File: src/verilog/port0_mux_consts.svh
`ifndef PORT0_MUX_CONSTS_SVH
`define PORT0_MUX_CONSTS_SVH

// pin counts
`define P0_PINS            6
`define CTRL_PINS          5

// register byte addresses
`define EBS_OFFSET         16'h1C00
`define PIN_STATUS_OFFSET  16'h1C04

// external_bus_select layout and reset value
`define EBS_RESET          16'h0000
`define ROUTE_SEL_LSB      8
`define ROUTE_SEL_MSB      9
`define CLK_SRC_BIT        15
`define HOST_SEL_BIT       0

// route_sel encodings
`define ROUTE_CARD         2'h0
`define ROUTE_AUDIO        2'h1
`define ROUTE_GPIO         2'h2
`define ROUTE_BSP          2'h3

// levels handed to functions that do not own the pins
`define P0_IDLE_IN         6'h00
`define CTRL_IDLE_IN       5'h00
`define AUDIO_IDLE_IN      4'h0
`define BSP_IDLE_IN        5'h00

`endif

File: src/verilog/port0_mux_pkg.sv
`default_nettype none
`include "port0_mux_consts.svh"

package port0_mux_pkg;

  typedef enum logic [1:0]
  {
    ROUTE_CARD  = `ROUTE_CARD,
    ROUTE_AUDIO = `ROUTE_AUDIO,
    ROUTE_GPIO  = `ROUTE_GPIO,
    ROUTE_BSP   = `ROUTE_BSP
  } route_mode_t;

  typedef enum logic [1:0]
  {
    BUS_IDLE = 2'b01,
    BUS_ACK  = 2'b10
  } bus_state_t;

  typedef struct packed
  {
    logic [`P0_PINS-1:0] out;
    logic [`P0_PINS-1:0] oe;
  } pin_drive_t;

  typedef struct packed
  {
    logic [`CTRL_PINS-1:0] out;
    logic [`CTRL_PINS-1:0] oe;
  } ctrl_drive_t;

endpackage

`default_nettype wire

File: src/verilog/pin_sync.sv
`timescale 1ns/100ps
`default_nettype none

module pin_sync #(
  parameter int WIDTH = 6
) (
  input  wire logic             core_clk,
  input  wire logic             rst,
  input  wire logic [WIDTH-1:0] async_in,
  output logic      [WIDTH-1:0] sync_out
);

  // two flops per bit; the first stage feeds only the second
  genvar i;
  generate
    for (i = 0; i < WIDTH; i++)
    begin : g_bit
      logic meta_r;
      logic stable_r;
      always_ff @(posedge core_clk or posedge rst)
      begin
        if (rst)
        begin
          meta_r   <= 1'b0;
          stable_r <= 1'b0;
        end
        else
        begin
          meta_r   <= async_in[i];
          stable_r <= meta_r;
        end
      end
      assign sync_out[i] = stable_r;
    end
  endgenerate

endmodule

`default_nettype wire

File: src/verilog/ctrl_pin_sel.sv
`timescale 1ns/100ps
`default_nettype none
`include "port0_mux_consts.svh"

module ctrl_pin_sel
(
  input  wire logic                       core_clk,
  input  wire logic                       rst,
  input  wire logic                       host_sel,
  input  wire logic [`CTRL_PINS-1:0]      pin_sync_in,
  input  wire port0_mux_pkg::ctrl_drive_t sdram_drv,
  input  wire port0_mux_pkg::ctrl_drive_t host_drv,
  output logic      [`CTRL_PINS-1:0]      pin_out,
  output logic      [`CTRL_PINS-1:0]      pin_oe,
  output logic      [`CTRL_PINS-1:0]      sdram_in,
  output logic      [`CTRL_PINS-1:0]      host_in
);

  import port0_mux_pkg::*;

  always_comb
  begin
    if (host_sel)
    begin
      pin_out  = host_drv.out;   // RULE7
      pin_oe   = host_drv.oe;
      host_in  = pin_sync_in;
      sdram_in = `CTRL_IDLE_IN;  // RULE8
    end
    else
    begin
      pin_out  = sdram_drv.out;  // RULE7
      pin_oe   = sdram_drv.oe;
      sdram_in = pin_sync_in;
      host_in  = `CTRL_IDLE_IN;  // RULE8
    end
  end
endmodule

`default_nettype wire

File: src/verilog/serial_port0_pin_mux.sv
// Overview of operation
// RULE1: a two-bit route field in external_bus_select picks one of four pin functions.
// RULE2: route 00, the reset value, puts card clock, command and data0-3 on pins.
// RULE3: route 01 puts audio clock, frame, tx, rx on pins 0-3, gpio 4-5 above.
// RULE4: route 10 puts gpio lines 0 to 5 on the six pins in order.
// RULE5: route 11 puts buffered serial tx clk, tx fs, tx, rx, rx fs, clock pin.
// RULE6: in route 11, register bit 15 picks rx clock or clock source for pin 5.
// RULE7: a register bit picks sdram or host port control on five shared pins.
// RULE8: routing is combinational on registered mode; unselected inputs sit at idle level.
`timescale 1ns/100ps
`default_nettype none
`include "port0_mux_consts.svh"

module serial_port0_pin_mux
(
  input  wire logic                       core_clk,
  input  wire logic                       rst,
  // avalon-mm slave
  input  wire logic [15:0]                address,
  input  wire logic                       read,
  input  wire logic                       write,
  input  wire logic [31:0]                writedata,
  input  wire logic [3:0]                 byteenable,
  output logic      [31:0]                readdata,
  output logic                            waitrequest,
  // six shared serial port 0 pins
  input  wire logic [`P0_PINS-1:0]        pin_in,
  output logic      [`P0_PINS-1:0]        pin_out,
  output logic      [`P0_PINS-1:0]        pin_oe,
  // on-chip functions
  input  wire port0_mux_pkg::pin_drive_t  card_drv,
  output logic      [`P0_PINS-1:0]        card_in,
  input  wire port0_mux_pkg::pin_drive_t  audio_drv,
  output logic      [3:0]                 audio_in,
  input  wire port0_mux_pkg::pin_drive_t  gpio_drv,
  output logic      [`P0_PINS-1:0]        gpio_in,
  input  wire port0_mux_pkg::pin_drive_t  bsp_drv,
  output logic      [4:0]                 bsp_in,
  output logic                            bsp_rx_clock,
  output logic                            bsp_clock_source,
  // five shared control pins
  input  wire logic [`CTRL_PINS-1:0]      ctrl_pin_in,
  output logic      [`CTRL_PINS-1:0]      ctrl_pin_out,
  output logic      [`CTRL_PINS-1:0]      ctrl_pin_oe,
  input  wire port0_mux_pkg::ctrl_drive_t sdram_drv,
  output logic      [`CTRL_PINS-1:0]      sdram_in,
  input  wire port0_mux_pkg::ctrl_drive_t host_drv,
  output logic      [`CTRL_PINS-1:0]      host_in
);

  import port0_mux_pkg::*;

  //////////////////////////////////////////////////////////////////////////////

  bus_state_t              bus_state_r;
  bus_state_t              bus_state_nxt;
  route_mode_t             route_sel_r;
  logic                    clk_src_r;
  logic                    host_sel_r;
  logic [31:0]             readdata_r;
  logic [31:0]             readdata_nxt;
  logic [`P0_PINS-1:0]     pin_s;
  logic [`CTRL_PINS-1:0]   ctrl_s;
  logic                    req;
  logic                    ebs_hit;
  logic                    status_hit;
  logic                    wr_take;
  logic [15:0]             ebs_view;

  pin_sync #(
    .WIDTH    (`P0_PINS + `CTRL_PINS)
  ) u_pin_sync (
    .core_clk (core_clk),
    .rst      (rst),
    .async_in ({ctrl_pin_in, pin_in}),
    .sync_out ({ctrl_s, pin_s})
  );

  //////////////////////////////////////////////////////////////////////////////
  // bus slave: one wait state on every access, so readdata is always registered

  assign req         = read | write;
  assign ebs_hit     = (address == `EBS_OFFSET);
  assign status_hit  = (address == `PIN_STATUS_OFFSET);
  assign waitrequest = req && (bus_state_r == BUS_IDLE);
  assign wr_take     = write && (bus_state_r == BUS_ACK);
  assign readdata    = readdata_r;

  always_comb
  begin
    ebs_view                                 = 16'h0000;
    ebs_view[`ROUTE_SEL_MSB:`ROUTE_SEL_LSB]  = route_sel_r;
    ebs_view[`CLK_SRC_BIT]                   = clk_src_r;
    ebs_view[`HOST_SEL_BIT]                  = host_sel_r;
  end

  always_comb
  begin
    bus_state_nxt = bus_state_r;
    case (bus_state_r)
      BUS_IDLE:
      begin
        if (req)
        begin
          bus_state_nxt = BUS_ACK;
        end
      end
      BUS_ACK:
      begin
        bus_state_nxt = BUS_IDLE;
      end
      default:
      begin
        bus_state_nxt = BUS_IDLE;
      end
    endcase
  end

  always_ff @(posedge core_clk or posedge rst)
  begin
    if (rst)
    begin
      bus_state_r <= BUS_IDLE;
    end
    else
    begin
      bus_state_r <= bus_state_nxt;
    end
  end

  // unmapped reads answer zero, unmapped writes are dropped
  always_comb
  begin
    readdata_nxt = 32'h0000_0000;
    if (ebs_hit)
    begin
      readdata_nxt = {16'h0000, ebs_view};
    end
    else if (status_hit)
    begin
      readdata_nxt = {21'h00_0000, ctrl_s, pin_s};
    end
  end

  always_ff @(posedge core_clk or posedge rst)
  begin
    if (rst)
    begin
      readdata_r <= 32'h0000_0000;
    end
    else if (read && bus_state_r == BUS_IDLE)
    begin
      readdata_r <= readdata_nxt;
    end
  end

  //////////////////////////////////////////////////////////////////////////////
  // configuration

  always_ff @(posedge core_clk or posedge rst)
  begin
    if (rst)
    begin
      route_sel_r <= ROUTE_CARD;                                               // RULE2
      clk_src_r   <= 1'b0;
      host_sel_r  <= 1'b0;
    end
    else if (wr_take && ebs_hit)
    begin
      if (byteenable[1])
      begin
        route_sel_r <= route_mode_t'(writedata[`ROUTE_SEL_MSB:`ROUTE_SEL_LSB]); // RULE1
        clk_src_r   <= writedata[`CLK_SRC_BIT];                                // RULE6
      end
      if (byteenable[0])
      begin
        host_sel_r  <= writedata[`HOST_SEL_BIT];                               // RULE7
      end
    end
  end

  //////////////////////////////////////////////////////////////////////////////
  // pin routing: purely combinational, so a mode write reroutes on the next cycle

  always_comb
  begin
    pin_out = card_drv.out;
    pin_oe  = card_drv.oe;
    case (route_sel_r)
      ROUTE_CARD:
      begin
        pin_out = card_drv.out;                                  // RULE2
        pin_oe  = card_drv.oe;
      end
      ROUTE_AUDIO:
      begin
        pin_out = {gpio_drv.out[5:4], audio_drv.out[3:0]};       // RULE3
        pin_oe  = {gpio_drv.oe[5:4], audio_drv.oe[3:0]};
      end
      ROUTE_GPIO:
      begin
        pin_out = gpio_drv.out;                                  // RULE4
        pin_oe  = gpio_drv.oe;
      end
      ROUTE_BSP:
      begin
        pin_out = bsp_drv.out;                                   // RULE5
        pin_oe  = bsp_drv.oe;
        // clock source is an input only; never fight an external oscillator
        if (clk_src_r)
        begin
          pin_oe[5] = 1'b0;                                      // RULE6
        end
      end
      default:
      begin
        pin_out = card_drv.out;
        pin_oe  = card_drv.oe;
      end
    endcase
  end

  // inputs return only to the owner; others see idle so no false edges
  always_comb
  begin
    card_in          = `P0_IDLE_IN;                              // RULE8
    audio_in         = `AUDIO_IDLE_IN;
    gpio_in          = `P0_IDLE_IN;
    bsp_in           = `BSP_IDLE_IN;
    bsp_rx_clock     = 1'b0;
    bsp_clock_source = 1'b0;
    case (route_sel_r)
      ROUTE_CARD:
      begin
        card_in = pin_s;                                         // RULE2
      end
      ROUTE_AUDIO:
      begin
        audio_in     = pin_s[3:0];                               // RULE3
        gpio_in[5:4] = pin_s[5:4];
      end
      ROUTE_GPIO:
      begin
        gpio_in = pin_s;                                         // RULE4
      end
      ROUTE_BSP:
      begin
        bsp_in = pin_s[4:0];                                     // RULE5
        if (clk_src_r)
        begin
          bsp_clock_source = pin_s[5];                           // RULE6
        end
        else
        begin
          bsp_rx_clock = pin_s[5];                               // RULE6
        end
      end
      default:
      begin
        card_in = pin_s;
      end
    endcase
  end

  ctrl_pin_sel u_ctrl_pin_sel (
    .core_clk    (core_clk),
    .rst         (rst),
    .host_sel    (host_sel_r),
    .pin_sync_in (ctrl_s),
    .sdram_drv   (sdram_drv),
    .host_drv    (host_drv),
    .pin_out     (ctrl_pin_out),
    .pin_oe      (ctrl_pin_oe),
    .sdram_in    (sdram_in),
    .host_in     (host_in)
  );
endmodule

`default_nettype wire

File: config.mk
export PLATFORM = sky130hd
export DESIGN_NAME = serial_port0_pin_mux
export DESIGN_NICKNAME = d
export VERILOG_FILES = /design/src/verilog/port0_mux_pkg.sv /design/src/verilog/pin_sync.sv /design/src/verilog/ctrl_pin_sel.sv /design/src/verilog/serial_port0_pin_mux.sv
export VERILOG_INCLUDE_DIRS = /design/src /design/src/verilog
export SDC_FILE = /design/constraint.sdc
export NUM_CORES = 1
export LEC_CHECK = 0
export BUFFER_PORTS_ARGS = -buffer_cell sky130_fd_sc_hd__buf_2
export CAP_MARGIN = 0
export CORE_AREA = 2 2 86 88
export DETAILED_ROUTE_END_ITERATION = 8
export DIE_AREA = 0 0 88 90
export GPL_ROUTABILITY_DRIVEN = 1
export PLACE_DENSITY_LB_ADDON = 0.3
export SYNTH_ARGS = -nofsm -noshare
export SYNTH_HDL_FRONTEND = slang
export SYNTH_SLANG_ARGS = --single-unit
File: constraint.sdc
create_clock -name core_clk -period 2.4 [get_ports core_clk]
set_clock_uncertainty 0.15 [all_clocks]
set_input_delay 0.36 -clock core_clk [delete_from_list [all_inputs] [get_ports core_clk]]
set_output_delay 0.36 -clock core_clk [all_outputs]
set_load 0.03 [all_outputs]
# Word level (Yosys, flattened, before mapping)
# Index checks and enable logic that the tools add are counted.
dict set report totals {
  mem_bits_ro 0
  output_inout_bits 88
  regBits 60
  n_memories 0
  latch_bits 0
  mem_bits_rw 0
  elab_cells 64
}
dict set report classes {
  n_mux 20
  order_cmp 0
  addsub 0
  eq_ne 8
  bitwise 1
  multipliers 0
  div 0
  n_shift 0
  n_reduce_logical 8
}
# cell n
set op_table {}
lappend op_table {{6-bit case mux with 4 select lines} 2}
lappend op_table {{16-bit by 13-bit equality test with 1-bit output (second input constant)} 2}
lappend op_table {{5-bit 2-to-1 mux} 5}
lappend op_table {{16-bit 2-to-1 mux} 1}
lappend op_table {{11-bit 2-to-1 mux} 1}
lappend op_table {{4-bit 2-to-1 mux} 2}
lappend op_table {{2-bit equality test (second input constant)} 3}
lappend op_table {{2-bit 2-to-1 mux} 3}
lappend op_table {{6-bit 2-to-1 mux} 1}
lappend op_table {{1-bit 2-to-1 mux} 5}
lappend op_table {{2-bit by 1-bit equality test with 1-bit output (second input constant)} 2}
lappend op_table {{1-bit logical AND} 4}
lappend op_table {{2-bit AND reduction} 2}
lappend op_table {{2-bit logical NOT} 1}
lappend op_table {{2-bit inequality test (second input constant)} 1}
lappend op_table {{2-bit OR reduction} 1}
lappend op_table {{1-bit bitwise OR} 1}

# Depth between registers and ports, before layout
dict set report depth {
  word_depth 4
  depth_mapped 6
}

# Hierarchy
# A second synthesis with hierarchy kept.
dict set report hier_totals {
  hier_cells 211
  hier_area_um2 2297.2
}
# mod n_inst cells_per_inst area_each_um2
set by_module_without_submodules {}
lappend by_module_without_submodules {serial_port0_pin_mux 1 155 1431.4}
lappend by_module_without_submodules {pin_sync 1 34 636.9}
lappend by_module_without_submodules {ctrl_pin_sel 1 22 229.0}

# Worst setup path before layout
# OpenSTA, ideal clock, no wires.
dict set report synth_timing {
  kind {reg2out}
  start {register route_sel_r[0]}
  end {output port pin_oe[0]}
  setup_slack_ps 100
  path_stages_with_launch 6
  n_path_buf 2
  t_arrival_ps 1790
  cell_sequence {dfrtp_1 inv_1 ha_1 clkbuf_1 buf_2 mux2i_1}
}
dict set report synth_between {
  elab_chain_len 2
  word_cells_on_any_way 5
  classes_between {eq/ne: 3; mux: 1; reduce/logical: 1}
}
# item line_no
set synth_rtl {}
lappend synth_rtl {{from (decl)} serial_port0_pin_mux.sv:57} ;# route_mode_t route_sel_r;
lappend synth_rtl {{from (signal assigned)} serial_port0_pin_mux.sv:172} ;# route_sel_r <= route_mode_t'(writedata[`ROUTE_SEL_MSB:`ROUTE_SEL_LSB]);
lappend synth_rtl {{2-bit equality test (tied with other cells)} serial_port0_pin_mux.sv:189} ;# case (route_sel_r)
lappend synth_rtl {{6-bit case mux with 4 select lines (*)} serial_port0_pin_mux.sv:189}
lappend synth_rtl {{to (decl)} serial_port0_pin_mux.sv:29} ;# output logic [`P0_PINS-1:0] pin_oe,
# Every way passes the cells marked *; elsewhere a longest branch is shown, timed or not.

# Worst setup path in the final report
dict set report layout_timing {
  start {register route_sel_r[0]}
  end {output port pin_oe[5]}
}
# Same word-level chain as after synthesis.

==> summary.txt <==
Worst hold path
  • Hold_sp: ctrl_pin_in[3]
  • Hold Path End: u_pin_sync.g_bit[9].meta_r$_DFF_PP0_
  • WHS Path Cells: 1
  • Worst Hold Class: in2reg

STA
  • Period Utilization, post-route: 96.1%
  • RSZ-0062 raised after global routing: true
  • Max_slew headroom: about 46%
  • Max Clk Rate: roughly 430 MHz
  • Final Hold Viols: 0
  • Final setup fails: 0
  • Min cycle time layout: between 2000 and 2500 ps
  • Slew Viols, Final: 0
  • Measured slew at the worst slew-check pin: 814 ps
  • Worst hold slack: 26.2 ps
  • Setup WS post-layout: 93.0 ps

Clock network
  • Clk_lat worst skew: between 200 and 300 ps
  • CTS root buf: clkbuf_8
  • Clock Sinks: 40
  • Reg clk slew, reported paths: roughly 80 ps
  • CTS Buffer Depth: 2
  • H-tree depth: 2
  • Num CTS Buffers: 5
  • CTS tree: built

Global routing
  • Antenna violations before repair: 0
  • Largest net degree at the start of global routing: 41
  • GRT Total Usage: 15.1%
  • Vias in the first global route: between 1,500 and 2,000
  • First-pass GRT wire length: 9430 um
  • Gr ovfl total: 0

Power
  • Clock network fraction of total power: between 20% and 30%
  • VDD IR max: 0.000360 V
  • Power density cells: 479 nW/um2
  • Internal: 1.07 mW
  • Lkg Pwr: 1.82 nW
  • Psw: 0.449 mW
  • Comb power frac: 22.0%
  • Net Sw Frac: between 20% and 30%
  • Overall power: 1.52 mW
  • Sequential share of power: 48.4%

Floorplan
  • Cell Rows: 31
  • CORE AREA: 7020 um2
  • I/O Pins: 223
  • Initial Util: roughly 31%
  • Die area: 7920 um2
  • Die Y: 90 um
  • DIE WIDTH: roughly 88 um

Logic synthesis
  • Syn_area_per_cell: 10.9 um2
  • Post-Syn Area: 2160 um2
  • Seq/Total Area, Yosys: 46.3%
  • Post-Synthesis Cells: ~200
  • Seq cells post-synth: 40
  • Netlist cell types: 30
  • Synth warnings: 0

Drt
  • First-pass iteration count of the detailed router: 6
  • DRT antenna net count: 0
  • Met3 Wirelength: 453 um
  • Iteration-0 DRC Markers: roughly 110
  • M1 WL: around 2400 um
  • Metal2 WL: 3180 um
  • Vias: 2,075
  • Vias per inst: 4.42
  • Uppermost layer routed: met4
  • Final WL: 6090 um
  • DRC: 0
  • Routed len/inst: about 13 um

Worst setup path
  • Crit end category: output pin
  • Worst-path fanout max: 4
  • CP max stage cell: dfrtp_2
  • Crit path buf inv count: 2
  • CP peak stage delay: 420 ps
  • CP arrival: 1800 ps
  • CP required: 1890 ps
  • Cell Chain, Critical Path: inv_2 -> ha_1 -> or2_2 -> a211oi_2 -> a21oi_1 -> buf_2
  • Kind of critical path: reg2out
  • R2r startpoint: bus_state_r[0]$_DFFE_PP1P_
  • Worst reg2reg path depth: 5
  • Critical Path Source: route_sel_r[0]$_DFFE_PP0P_
  • Critical path startpoint category: flip-flop
  • Critical path's top delay family: flip-flops
  • R2r setup slk: 640 ps
  • Worst r2r dst: readdata[4]$_DFFE_PP0P_

Place
  • Final Wtd Congestion: about 0.74
  • Hpwl dp: just under 5000 um
  • Dpl ws: 302 ps
  • Port buffer count: 168

Run
  • MaxCap Viol Count: 0

Final layout
  • N_diodes: 0
  • Layout cell share with drive strength beyond 1: a little under three fifths
  • Area Overhead vs Synth: 46.4%
  • Fin nets: between 500 and 600
  • Reg area: roughly 1000 um2
  • Fill cell total of the finished layout: 690
  • Multi-input gate area in the final layout: 996 um2
  • Final core utilization: 45.1%

Outcome
  • Status: complete, no violations
[kinds of logic after synthesis]
kind of cell	after synthesis	synth area share (%)
flops	40	46.3
other cells	1	0.173
fa+ha+maj	6	3.47
simple gates	53	14.7
buf+inv	45	11.7
mux	23	11.5
compound gates	31	12.1
[area by class of cell]
type | instances | share of cell area [%]
flip-flops and latches | 40 | 31.7
multi-input cells | 133 | 31.4
repair buffers | 174 | 28.2
well taps | 99 | 3.91
clock buffers | 7 | 2.73
inverters | 15 | 1.78
clock inverters | 1 | 0.237
[state kept, by name (all words and copies together) (netlist names)]
signal,count
bus_state_r,2
readdata,12
host_sel_r,1
u_pin_sync.g_bit.stable_r,11
route_sel_r,2
u_pin_sync.g_bit.meta_r,11
clk_src_r,1
[stage by stage]
step | setup TNS, ps | std cells | instance area (um2)
2_1_floorplan | 0 | 218 | 2230
3_3_place_gp | 0 | 459 | 3030
3_5_place_dp | 0 | 459 | 3030
4_1_cts | 0 | 467 | 3130
5_1_grt | -75.9 | 469 | 3170
6_report | 0 | 469 | 3170
[worst max path at each step]
stage | cells past startpoint | endpoint | slack (ps)
after floorplan | 5 | pin_oe[0] | 100
after global placement | 4 | pin_oe[1] | 350
after detailed placement | 6 | pin_oe[5] | 300
after CTS | 6 | pin_oe[5] | 10
after global routing | 6 | pin_out[5] | -30
final | 6 | pin_oe[5] | 90
[repair_timing]
action | CTS | global route
gates resized for setup | 1 | 8
setup buffers | 0 | 2
setup endpoints to repair | 1 | 12
pin swaps | 0 | 2
hold buffers | 0 | 0
[routing by layer]
| layer | global-route usage, % | vias up |
|---|---|---|
| met5 | 0 | - |
| met4 | 3.97 | 0 |
| met3 | 3.67 | 13 |
| met2 | 26.3 | 96 |
| met1 | 18.3 | 968 |
| li1 | - | 998 |
[power groups by stage]
stage	combinational, mW	clock [mW]	sequential, mW
after CTS	0.335	0.468	0.736
after global placement	0.328	0	0.747
after floorplan	0.223	0	0.740
final	0.334	0.449	0.734
after global routing	0.362	0.504	0.741
after detailed placement	0.334	0	0.749
[cells in the mapped netlist]
library cell / instances / share of area (%)
mux2_2: 15 / 7.8
nor4_1: 2 / 0.58
and2_1: 26 / 7.5
a211oi_1: 1 / 0.35
dfstp_2: 1 / 1.2
conb_1: 1 / 0.17
nand3_1: 2 / 0.46
buf_2: 2 / 0.46
nor4bb_1: 2 / 0.93
and2b_2: 1 / 0.40
nor2_1: 2 / 0.35
ha_1: 6 / 3.5
and4_1: 1 / 0.40
nand2_1: 8 / 1.4
nor3b_1: 1 / 0.35
a222oi_1: 8 / 3.7
nor2b_1: 6 / 1.7
a22o_1: 3 / 1.2
buf_4: 20 / 6.9
a22oi_1: 3 / 1.0
dfrtp_1: 39 / 45
o21ai_0: 6 / 1.4
clkbuf_1: 7 / 1.2
mux2i_1: 8 / 3.7
inv_1: 15 / 2.6
or2_2: 1 / 0.29
a21oi_1: 1 / 0.23
buf_6: 1 / 0.52
a32o_1: 9 / 4.2
and3_1: 1 / 0.29
[cells in the final DEF, fill, tap and decap left out, types with 5 or more instances in the layout]
cell type	Yosys	final
inv_1	15	12
clkbuf_8	0	6
a32o_1	9	9
dfrtp_1	39	38
buf_2	2	166
conb_1	1	20
nor2b_1	6	6
o21ai_0	6	6
nand2_1	8	8
a222oi_1	8	8
and2_1	26	26
ha_1	6	5
buf_4	20	7
mux2_2	15	15
mux2i_1	8	8
(Power assumes the default switching activity.)
